File: config.mk
export PLATFORM = sky130hd
export DESIGN_NAME = isr_upper
export DESIGN_NICKNAME = d
export VERILOG_FILES = /design/src/rtl/isr_pkg.sv /design/src/rtl/flag_if.sv /design/src/rtl/flag_bank.sv /design/src/rtl/isr_upper.sv
export VERILOG_INCLUDE_DIRS = /design/src /design/src/rtl
export SDC_FILE = /design/constraint.sdc
export NUM_CORES = 1
export LEC_CHECK = 0
export BUFFER_PORTS_ARGS = -buffer_cell sky130_fd_sc_hd__buf_2
export CAP_MARGIN = 20
export CORE_MARGIN = 2
export CORE_UTILIZATION = 55
export CTS_BUF_LIST = sky130_fd_sc_hd__clkbuf_4
export DETAILED_ROUTE_END_ITERATION = 8
export PLACE_DENSITY = 0.83
export SLEW_MARGIN = 0
export SYNTH_ARGS = -nofsm -noshare
export SYNTH_HDL_FRONTEND = slang
export SYNTH_SLANG_ARGS = --single-unit
File: constraint.sdc
create_clock -name clk -period 3.1 [get_ports clk]
set_clock_uncertainty 0.05 [all_clocks]
set_input_delay 0.62 -clock clk [delete_from_list [all_inputs] [get_ports clk]]
set_output_delay 0.62 -clock clk [all_outputs]
set_load 0.02 [all_outputs]
File: src/rtl/isr_map.svh
// Register offsets, field positions, reset values and timing counts
`ifndef ISR_MAP_SVH
`define ISR_MAP_SVH

`define CONFIG_OFS       12'h054
`define STATUS_OFS       12'h058
`define ENABLE_OFS       12'h05c

`define SW_BIT           31
`define READY_BIT        30
`define TS_BIT           29
`define FABRIC_BIT       28
`define PHY2_BIT         27
`define PHY1_BIT         26
`define TXSTOP_BIT       25
`define RXSTOP_BIT       24
`define DROP_BIT         23
`define RSVD_HI_BIT      22
`define LOADED_BIT       21
`define RXDMA_BIT        20
`define WRAP_BIT         19
`define RSVD_LO_BIT      18
`define PWR_BIT          17
`define TX_STATUS_OVERFLOW_FLAG_BIT         16
`define OVERSIZE_BIT     15

`define W1C_MASK         32'hc3bb8000
`define RO_MASK          32'h3c000000
`define ENABLE_WR_MASK   32'hffbb8000
`define CONFIG_WR_MASK   32'hff000100
`define STATUS_RESET     32'h00000000
`define ENABLE_RESET     32'h00000000
`define CONFIG_RESET     32'h00000000
`define DATA_ZERO        32'h00000000

`define INTERVAL_HI      31
`define INTERVAL_LO      24
`define INTERVAL_CLR_BIT 14
`define HOLD_STS_BIT     13
`define MASTER_BIT       12
`define OUT_EN_BIT       8

`define UNIT_NS          10000
`define CLK_NS           4
`define UNIT_CYCLES      (`UNIT_NS / `CLK_NS)
`define TIMER_WRAP_VAL   16'hffff
`define TIMER_ZERO_VAL   16'h0000

`endif

File: src/rtl/isr_pkg.sv
// Types shared by the interrupt status block
package isr_pkg;

    typedef enum logic [1:0] {
        HOLD_IDLE = 2'b01,
        HOLD_RUN  = 2'b10
    } hold_state_type;

    typedef logic [31:0] word_type;

endpackage

File: src/rtl/flag_if.sv
// Set, clear and stored value of the sticky status flags
`timescale 1ns/1ps
interface flag_if;
    logic [31:0] set;
    logic [31:0] clr;
    logic [31:0] flag;
    modport owner (input set, input clr, output flag);
    modport user  (output set, output clr, input flag);
endinterface

File: src/rtl/flag_bank.sv
// Bank of sticky write-one-to-clear flags
`timescale 1ns/1ps
`include "isr_map.svh"
module flag_bank
    import isr_pkg::*;
(
    input wire logic clk,
    input wire logic rst_b,
    flag_if.owner    fl
);
    word_type flag_ff;
    word_type nxt_flag;

    // A set in the same cycle as its clear wins, so no event is lost
    assign nxt_flag = (flag_ff & ~fl.clr) | fl.set;
    assign fl.flag  = flag_ff;

    always_ff @(posedge clk or negedge rst_b) begin
        if (!rst_b) begin
            flag_ff <= `STATUS_RESET;
        end else begin
            flag_ff <= nxt_flag;
        end
    end
endmodule

File: src/rtl/isr_upper.sv
// Upper interrupt status flags with enable, gating and hold-off interval
//
// Contract
// - Flags show source status regardless of enable
// - Writing one clears flag; zero leaves it
// - Bit 31 raised while software enable set
// - Bit 30 raised when device becomes accessible
// - Bits 29, 28 mirror timestamp, fabric pending
// - Bits 27, 26 mirror second, first PHY
// - Bit 25 set on requested transmitter halt
// - Bit 24 set when receiver halts
// - Bit 23 set when drop count MSB rises
// - Bit 21 set when marked buffer loaded
// - Bit 20 set when receive transfer done
// - Bit 19 set on timer wrap to maximum
// - Bit 17 set on configured power event
// - Bit 17 clears only after power bits cleared
// - Power interrupt bypasses the hold-off interval
// - Bit 16 set on status FIFO overflow
// - Bit 15 set on oversize receive packet
// - Enable bit selects flag for interrupt output
// - Global enable clear forces output inactive
// - Hold-off interval counted in 10 us units
`timescale 1ns/1ps
`include "isr_map.svh"
module isr_upper
    import isr_pkg::*;
(
    input  wire logic        clk,
    input  wire logic        rst_b,
    input  wire logic        psel,
    input  wire logic        penable,
    input  wire logic        pwrite,
    input  wire logic [11:0] paddr,
    input  wire logic [31:0] pwdata,
    output logic      [31:0] prdata,
    output logic             pready,
    output logic             pslverr,
    input  wire logic        timestamp_unit_event,
    input  wire logic        fabric_pending,
    input  wire logic        second_phy_event,
    input  wire logic        first_phy_event,
    input  wire logic        tx_stop_request,
    input  wire logic        tx_halted,
    input  wire logic        rx_halted,
    input  wire logic        drop_count_msb,
    input  wire logic        buffer_loaded,
    input  wire logic        completion_notify_mark,
    input  wire logic        receive_transfer_done,
    input  wire logic [15:0] general_timer_count,
    input  wire logic        power_event,
    input  wire logic        power_control_pending,
    input  wire logic        tx_status_overflow,
    input  wire logic        oversize_receive,
    output logic             irq
);
    localparam logic [11:0] UNIT_LAST = 12'(`UNIT_CYCLES - 1);

    flag_if fl ();

    word_type       enable_ff;
    word_type       config_ff;
    word_type       prdata_ff;
    logic           pready_ff;
    logic           pslverr_ff;
    logic           irq_ff;
    logic           ready_done_ff;
    logic           drop_msb_ff;
    logic [15:0]    timer_prev_ff;
    logic           line_ff;
    logic [11:0]    unit_cnt_ff;
    logic [7:0]     units_ff;
    hold_state_type hold_ff;

    word_type       nxt_prdata;
    logic           nxt_irq;
    hold_state_type nxt_hold;
    logic [11:0]    nxt_unit_cnt;
    logic [7:0]     nxt_units;

    // Bus decode
    wire logic      acc       = psel & penable;
    wire logic      done      = acc & pready_ff;
    wire logic      hit_stat  = paddr == `STATUS_OFS;
    wire logic      hit_en    = paddr == `ENABLE_OFS;
    wire logic      hit_cfg   = paddr == `CONFIG_OFS;
    wire logic      mapped    = hit_stat | hit_en | hit_cfg;
    wire logic      wr_stat   = done & pwrite & hit_stat;
    wire logic      wr_en     = done & pwrite & hit_en;
    wire logic      wr_cfg    = done & pwrite & hit_cfg;

    // Source conditions, each a one-cycle or level set into the bank
    wire logic      ready_set = ~ready_done_ff;
    wire logic      drop_set  = drop_count_msb & ~drop_msb_ff;
    wire logic      wrap_set  = (timer_prev_ff == `TIMER_ZERO_VAL)
                              & (general_timer_count == `TIMER_WRAP_VAL);
    wire logic      stop_set  = tx_stop_request & tx_halted;
    wire logic      load_set  = buffer_loaded & completion_notify_mark;

    word_type       set_vec;
    word_type       clr_vec;
    word_type       summary;
    word_type       status_rd;
    word_type       config_rd;

    always_comb begin
        set_vec                = `DATA_ZERO;
        set_vec[`SW_BIT]       = enable_ff[`SW_BIT];
        set_vec[`READY_BIT]    = ready_set;
        set_vec[`TXSTOP_BIT]   = stop_set;
        set_vec[`RXSTOP_BIT]   = rx_halted;
        set_vec[`DROP_BIT]     = drop_set;
        set_vec[`LOADED_BIT]   = load_set;
        set_vec[`RXDMA_BIT]    = receive_transfer_done;
        set_vec[`WRAP_BIT]     = wrap_set;
        set_vec[`PWR_BIT]      = power_event;
        set_vec[`TX_STATUS_OVERFLOW_FLAG_BIT]     = tx_status_overflow;
        set_vec[`OVERSIZE_BIT] = oversize_receive;
    end

    always_comb begin
        clr_vec = wr_stat ? (pwdata & `W1C_MASK) : `DATA_ZERO;
        // Power flag cannot be acknowledged while its cause is still armed
        if (power_control_pending) begin
            clr_vec[`PWR_BIT] = 1'b0;
        end
    end

    always_comb begin
        summary              = `DATA_ZERO;
        summary[`TS_BIT]     = timestamp_unit_event;
        summary[`FABRIC_BIT] = fabric_pending;
        summary[`PHY2_BIT]   = second_phy_event;
        summary[`PHY1_BIT]   = first_phy_event;
    end

    assign fl.set = set_vec;
    assign fl.clr = clr_vec;

    flag_bank flags (
        .clk   (clk),
        .rst_b (rst_b),
        .fl    (fl)
    );

    // Status shows every source whatever the enables say
    assign status_rd = (fl.flag & `W1C_MASK) | summary;

    // Interrupt combination
    word_type       active;
    assign active = status_rd & enable_ff;
    wire logic      pwr_term   = active[`PWR_BIT];
    wire logic      other_line = |(active & ~(32'h1 << `PWR_BIT));
    wire logic      master     = pwr_term | other_line;
    wire logic      out_en     = config_ff[`OUT_EN_BIT];
    wire logic      in_hold    = hold_ff == HOLD_RUN;
    wire logic [7:0] interval  = config_ff[`INTERVAL_HI:`INTERVAL_LO];
    wire logic      restart    = wr_cfg & pwdata[`INTERVAL_CLR_BIT];
    wire logic      line_fell  = line_ff & ~other_line;
    wire logic      unit_end   = unit_cnt_ff == UNIT_LAST;
    wire logic      last_unit  = units_ff == interval - 8'h01;

    // Power source ignores the hold-off; global enable gates both
    assign nxt_irq = out_en & (pwr_term | (other_line & ~in_hold));

    always_comb begin
        config_rd                    = config_ff & `CONFIG_WR_MASK;
        config_rd[`HOLD_STS_BIT]     = in_hold;
        config_rd[`MASTER_BIT]       = master;
    end

    assign nxt_prdata = !mapped ? `DATA_ZERO
                      : hit_stat ? status_rd
                      : hit_en   ? enable_ff & `ENABLE_WR_MASK
                      : config_rd;

    // Hold-off: starts when the line drops, runs interval * 10 us
    always_comb begin
        nxt_hold     = hold_ff;
        nxt_unit_cnt = unit_cnt_ff;
        nxt_units    = units_ff;
        case (hold_ff)
            HOLD_IDLE: begin
                nxt_unit_cnt = 12'h000;
                nxt_units    = 8'h00;
                if ((line_fell | restart) && interval != 8'h00) begin
                    nxt_hold = HOLD_RUN;
                end
            end
            HOLD_RUN: begin
                nxt_unit_cnt = unit_end ? 12'h000 : unit_cnt_ff + 12'h001;
                if (unit_end) begin
                    nxt_units = units_ff + 8'h01;
                end
                // A zero interval drops the hold and lets pending work out
                if (interval == 8'h00 || (unit_end && last_unit)) begin
                    nxt_hold = HOLD_IDLE;
                end
                // Restart opens a fresh interval even on the final unit
                if (restart && interval != 8'h00) begin
                    nxt_hold     = HOLD_RUN;
                    nxt_unit_cnt = 12'h000;
                    nxt_units    = 8'h00;
                end
            end
            default: begin
                nxt_hold     = HOLD_IDLE;
                nxt_unit_cnt = 12'h000;
                nxt_units    = 8'h00;
            end
        endcase
    end

    // One wait state keeps every bus output a flip-flop
    always_ff @(posedge clk or negedge rst_b) begin
        if (!rst_b) begin
            pready_ff  <= 1'b0;
            pslverr_ff <= 1'b0;
            prdata_ff  <= `DATA_ZERO;
        end else begin
            pready_ff  <= acc & ~pready_ff;
            pslverr_ff <= acc & ~pready_ff & ~mapped;
            prdata_ff  <= (acc & ~pready_ff & ~pwrite) ? nxt_prdata
                                                       : `DATA_ZERO;
        end
    end

    always_ff @(posedge clk or negedge rst_b) begin
        if (!rst_b) begin
            enable_ff <= `ENABLE_RESET;
            config_ff <= `CONFIG_RESET;
        end else begin
            if (wr_en) begin
                enable_ff <= pwdata & `ENABLE_WR_MASK;
            end
            if (wr_cfg) begin
                config_ff <= pwdata & `CONFIG_WR_MASK;
            end
        end
    end

    always_ff @(posedge clk or negedge rst_b) begin
        if (!rst_b) begin
            ready_done_ff <= 1'b0;
            drop_msb_ff   <= 1'b0;
            timer_prev_ff <= `TIMER_WRAP_VAL;
        end else begin
            ready_done_ff <= 1'b1;
            drop_msb_ff   <= drop_count_msb;
            timer_prev_ff <= general_timer_count;
        end
    end

    always_ff @(posedge clk or negedge rst_b) begin
        if (!rst_b) begin
            hold_ff     <= HOLD_IDLE;
            unit_cnt_ff <= 12'h000;
            units_ff    <= 8'h00;
            line_ff     <= 1'b0;
            irq_ff      <= 1'b0;
        end else begin
            hold_ff     <= nxt_hold;
            unit_cnt_ff <= nxt_unit_cnt;
            units_ff    <= nxt_units;
            line_ff     <= other_line;
            irq_ff      <= nxt_irq;
        end
    end

    assign prdata  = prdata_ff;
    assign pready  = pready_ff;
    assign pslverr = pslverr_ff;
    assign irq     = irq_ff;
endmodule

==> impl_metrics.toml <==
[clocking]
cts-hold-fix-buffers = 0
cts_sinks = 97
cts_repair_resize_count = 0
cts.repair_timing.setup_buffer_count = 0
htree_depth = 3
clk_path_buf_depth = 2
clkSlewWorstSetupHoldPaths_ns = 0.16
cts_buffers = 9
clk_root_buffer_cell = "sky130_fd_sc_hd__clkbuf_4"
tritoncts = "done"
clock_insertion_delay_worst_skew_ns = 0.45

[finish]
most-common-layout-cells = "sky130_fd_sc_hd__buf_2, sky130_fd_sc_hd__dfrtp_1, sky130_fd_sc_hd__nor2_1"
fillerInstances = 640
finalNetCount = 576
layout-drive-gt1-share_pct = 33.5
synthToLayoutAreaGrowth_pct = 13.8
finalCoreUtilization_pct = 63.6
final-instance-count-excl-fill = 601
mostFrequentLayoutCell = "sky130_fd_sc_hd__buf_2"

[route]
drt-wirelength-per-cell_um = 15.2
drt_pass1_iterations = 4
drt-total-wl_mm = 9.15
antenna_left = 0
vias_per_cell = 5.56
first_iter_violations = 122
drc = 0
routed-via-count = 3344

[setup_path]
worst_ep_required_time_ns = 3.39
crit_slowest_cell = "sky130_fd_sc_hd__dfrtp_1"
critPathKind = "flop to flop"
data_arrival_time_of_the_critical_path_ns = 2.80
critPathCaptureType = "flop"
worst-path-max-fanout = 10
critPathMaxStageDelay_ns = 0.58
ordered_list_of_cells_on_the_worst_path = "inv_1 > ha_1 > o21bai_1 > a211o_1 > a21oi_1 > o32ai_1 > o21ai_2 > mux2_1"
startpoint_type = "flop"

[power_and_ir_drop]
swShare_pct = 26.6
seqPwrFrac_pct = 58.7
power.switching_uw = 602
power.share.combinational_pct = 11.4
power_report.internal_total_uw = 1660
power.density_nw_per_um2 = 438
clock_power_share_pct = 29.9
total_power_uw = 2260
total_leakage_power_uw = 0.00250
worst_ir_drop_vdd_mv = 0.312

[place]
dpl.cell_count = 584
io_buffers = 85
place.gp.congestion = 0.815
place_hpwl_mm = 6.77

[grt]
initial_antenna_violation_count = 0
grt_pass1_wl_mm = 14.8
first_global_vias = 3243
grt_start_max_net_pins = 54
overall_global_routing_resource_usage_pct = 21.4
grt_overflow = 0

[worst_hold_path]
min_path_type = "primary input to asynchronous set/reset pin"

[synth]
synth-compound-area-share_pct = 7.87
avgSynthCellArea_um2 = 11.2
synth_top_area_cell = "sky130_fd_sc_hd__dfrtp_1"
post_synthesis_register_bit_count = 97
synth_top_flop_cell = "sky130_fd_sc_hd__dfrtp_1"
synthCells = 406
synth-edff-count = 0
synth-async-reset-ratio_pct = 100
synth.top_cell.area_share_pct = 44.0
yosysUniqueCellTypes = 53
largest_cells_by_area_after_synthesis = "sky130_fd_sc_hd__dfrtp_1, sky130_fd_sc_hd__dfstp_2, sky130_fd_sc_hd__mux2_2, sky130_fd_sc_hd__xor2_1, sky130_fd_sc_hd__nor2_1"
synth_seq_area_share_pct = 53.8
post_synth_instance_area_um2 = 4550
post_synth_fa_ha_maj_area_fraction_pct = 1.65
synth_xor_xnor_area_share_pct = 5.01
multiplexer_area_fraction_after_synthesis_pct = 9.52
synth_simple_gate_area_share_pct = 16.8
ys.warnings.count = 0
synth_top_family_by_area = "simple AND/OR/NAND/NOR gates"

[status]
run_status = "finished clean"

[sta]
fin_tns_setup_ns = 0
final-setup-viol-count = 0
report.final.slew_viol_count = 0
fin_crit_sh_pct = 81.0
hold_viol_final = 0
max_slew.worst_pin.slew_ns = 0.718
achievable-frequency_ghz = 0.398
slew_headroom_pct = 51.5
hold-worst-slack_ns = 0.125
setup_repair_after_global_routing_missed_its_margin = "false"
layout_min_cycle_time_ns = 2.51

[run]
max_cap_viol_count = 0

[die]
dieArea_um2 = 9010
dieWidth_um = 94.9
core.rowCount = 33
initial_utilization_pct = 55.9
core_area_um2 = 8130
floorplan.die.height_um = 94.9
design.portCount = 115
-- state kept, by name, summed over array words and instances, names as in the netlist, 2 cells and up --
| name | cells |
|---|---|
| enable_ff | 15 |
| hold_ff | 2 |
| prdata | 18 |
| timer_prev_ff | 16 |
| units_ff | 8 |
| config_ff | 9 |
| unit_cnt_ff | 12 |
| flags.fl.flag | 11 |
-- through the flow --
stage / cell area [um2] / setup slack, ns
2_1_floorplan: 4600 / 0.721
3_3_place_gp: 5030 / 0.372
3_5_place_dp: 5030 / 0.213
4_1_cts: 5170 / 0.605
5_1_grt: 5170 / 0.449
6_report: 5170 / 0.589
-- area by class of cell --
class / count / area [um2] / area share, %
well taps: 105 / 131 / 2.54
clock buffers: 9 / 67.6 / 1.31
diodes: 1 / 2.50 / 0.0484
multi-input cells: 279 / 1910 / 37.0
flip-flops and latches: 97 / 2450 / 47.3
repair buffers: 92 / 493 / 9.53
inverters: 11 / 41.3 / 0.798
clock inverters: 7 / 76.3 / 1.48
-- routing by layer --
layer	GRT usage [%]	up-vias	routed length [um]
met1	27.3	1652	3850
met2	36.1	113	4520
met4	8.94	0	157
met3	3.99	14	613
met5	0	-	0
li1	-	1565	-
-- power groups by stage --
stage	Combinational (uW)	Clock [uW]	Sequential, uW
2_1_floorplan	174	0	1350
3_3_place_gp	248	0	1350
3_5_place_dp	259	0	1350
4_1_cts	261	692	1330
5_1_grt	295	746	1330
6_report	259	677	1330
-- cells by family (layout without fill, tap and decap cells) --
family	after synthesis	count (layout)
AOI/OAI and AO/OA	49	49
xor gates and xnor gates	26	26
adders and majority gates	6	6
buffers and inverters	43	119
DFF	97	97
muxes	40	40
other	2	16
and+or+nand+nor	143	143
-- synthesized netlist by cell type (all sizes together), types with 4 or more instances --
cell / number
nor3: 5
xor2: 18
nand2: 24
a22oi: 7
buf: 19
inv: 11
nor4b: 4
a21o: 7
clkbuf: 13
xnor2: 8
and3: 9
o21ai: 8
dfrtp: 80
nand4: 13
dfstp: 17
nor2: 51
nor4: 9
a21oi: 10
nand3: 12
ha: 6
a211oi: 4
mux2: 26
mux2i: 14
-- worst max-delay path, delay by kind of cell, from the launching register on --
family / cells / cell delay, ns
buffers and inverters: 1 / 0.15
flip-flops: 1 / 0.58
adder cells (fa/ha/maj): 1 / 0.33
multiplexers: 1 / 0.34
AO/OA/AOI/OAI: 5 / 0.94
-- path summary, 6_finish.rpt --
path | startpoint | to | slack [ns] | cells after the start
min in group clk | general_timer_count[4] | timer_prev_ff[4] | 0.21 | 1
min | rst_b | prdata[13] | 0.13 | 1
max in group asynchronous | rst_b | hold_ff[0] | 2.18 | 2
min reg2reg | ready_done_ff | flags.fl.flag[30] | 0.35 | 1
max | config_ff[24] | hold_ff[1] | 0.59 | 8
max reg2reg | config_ff[24] | hold_ff[1] | 0.59 | 8
Note: power is estimated with default switching activity, not from simulation.
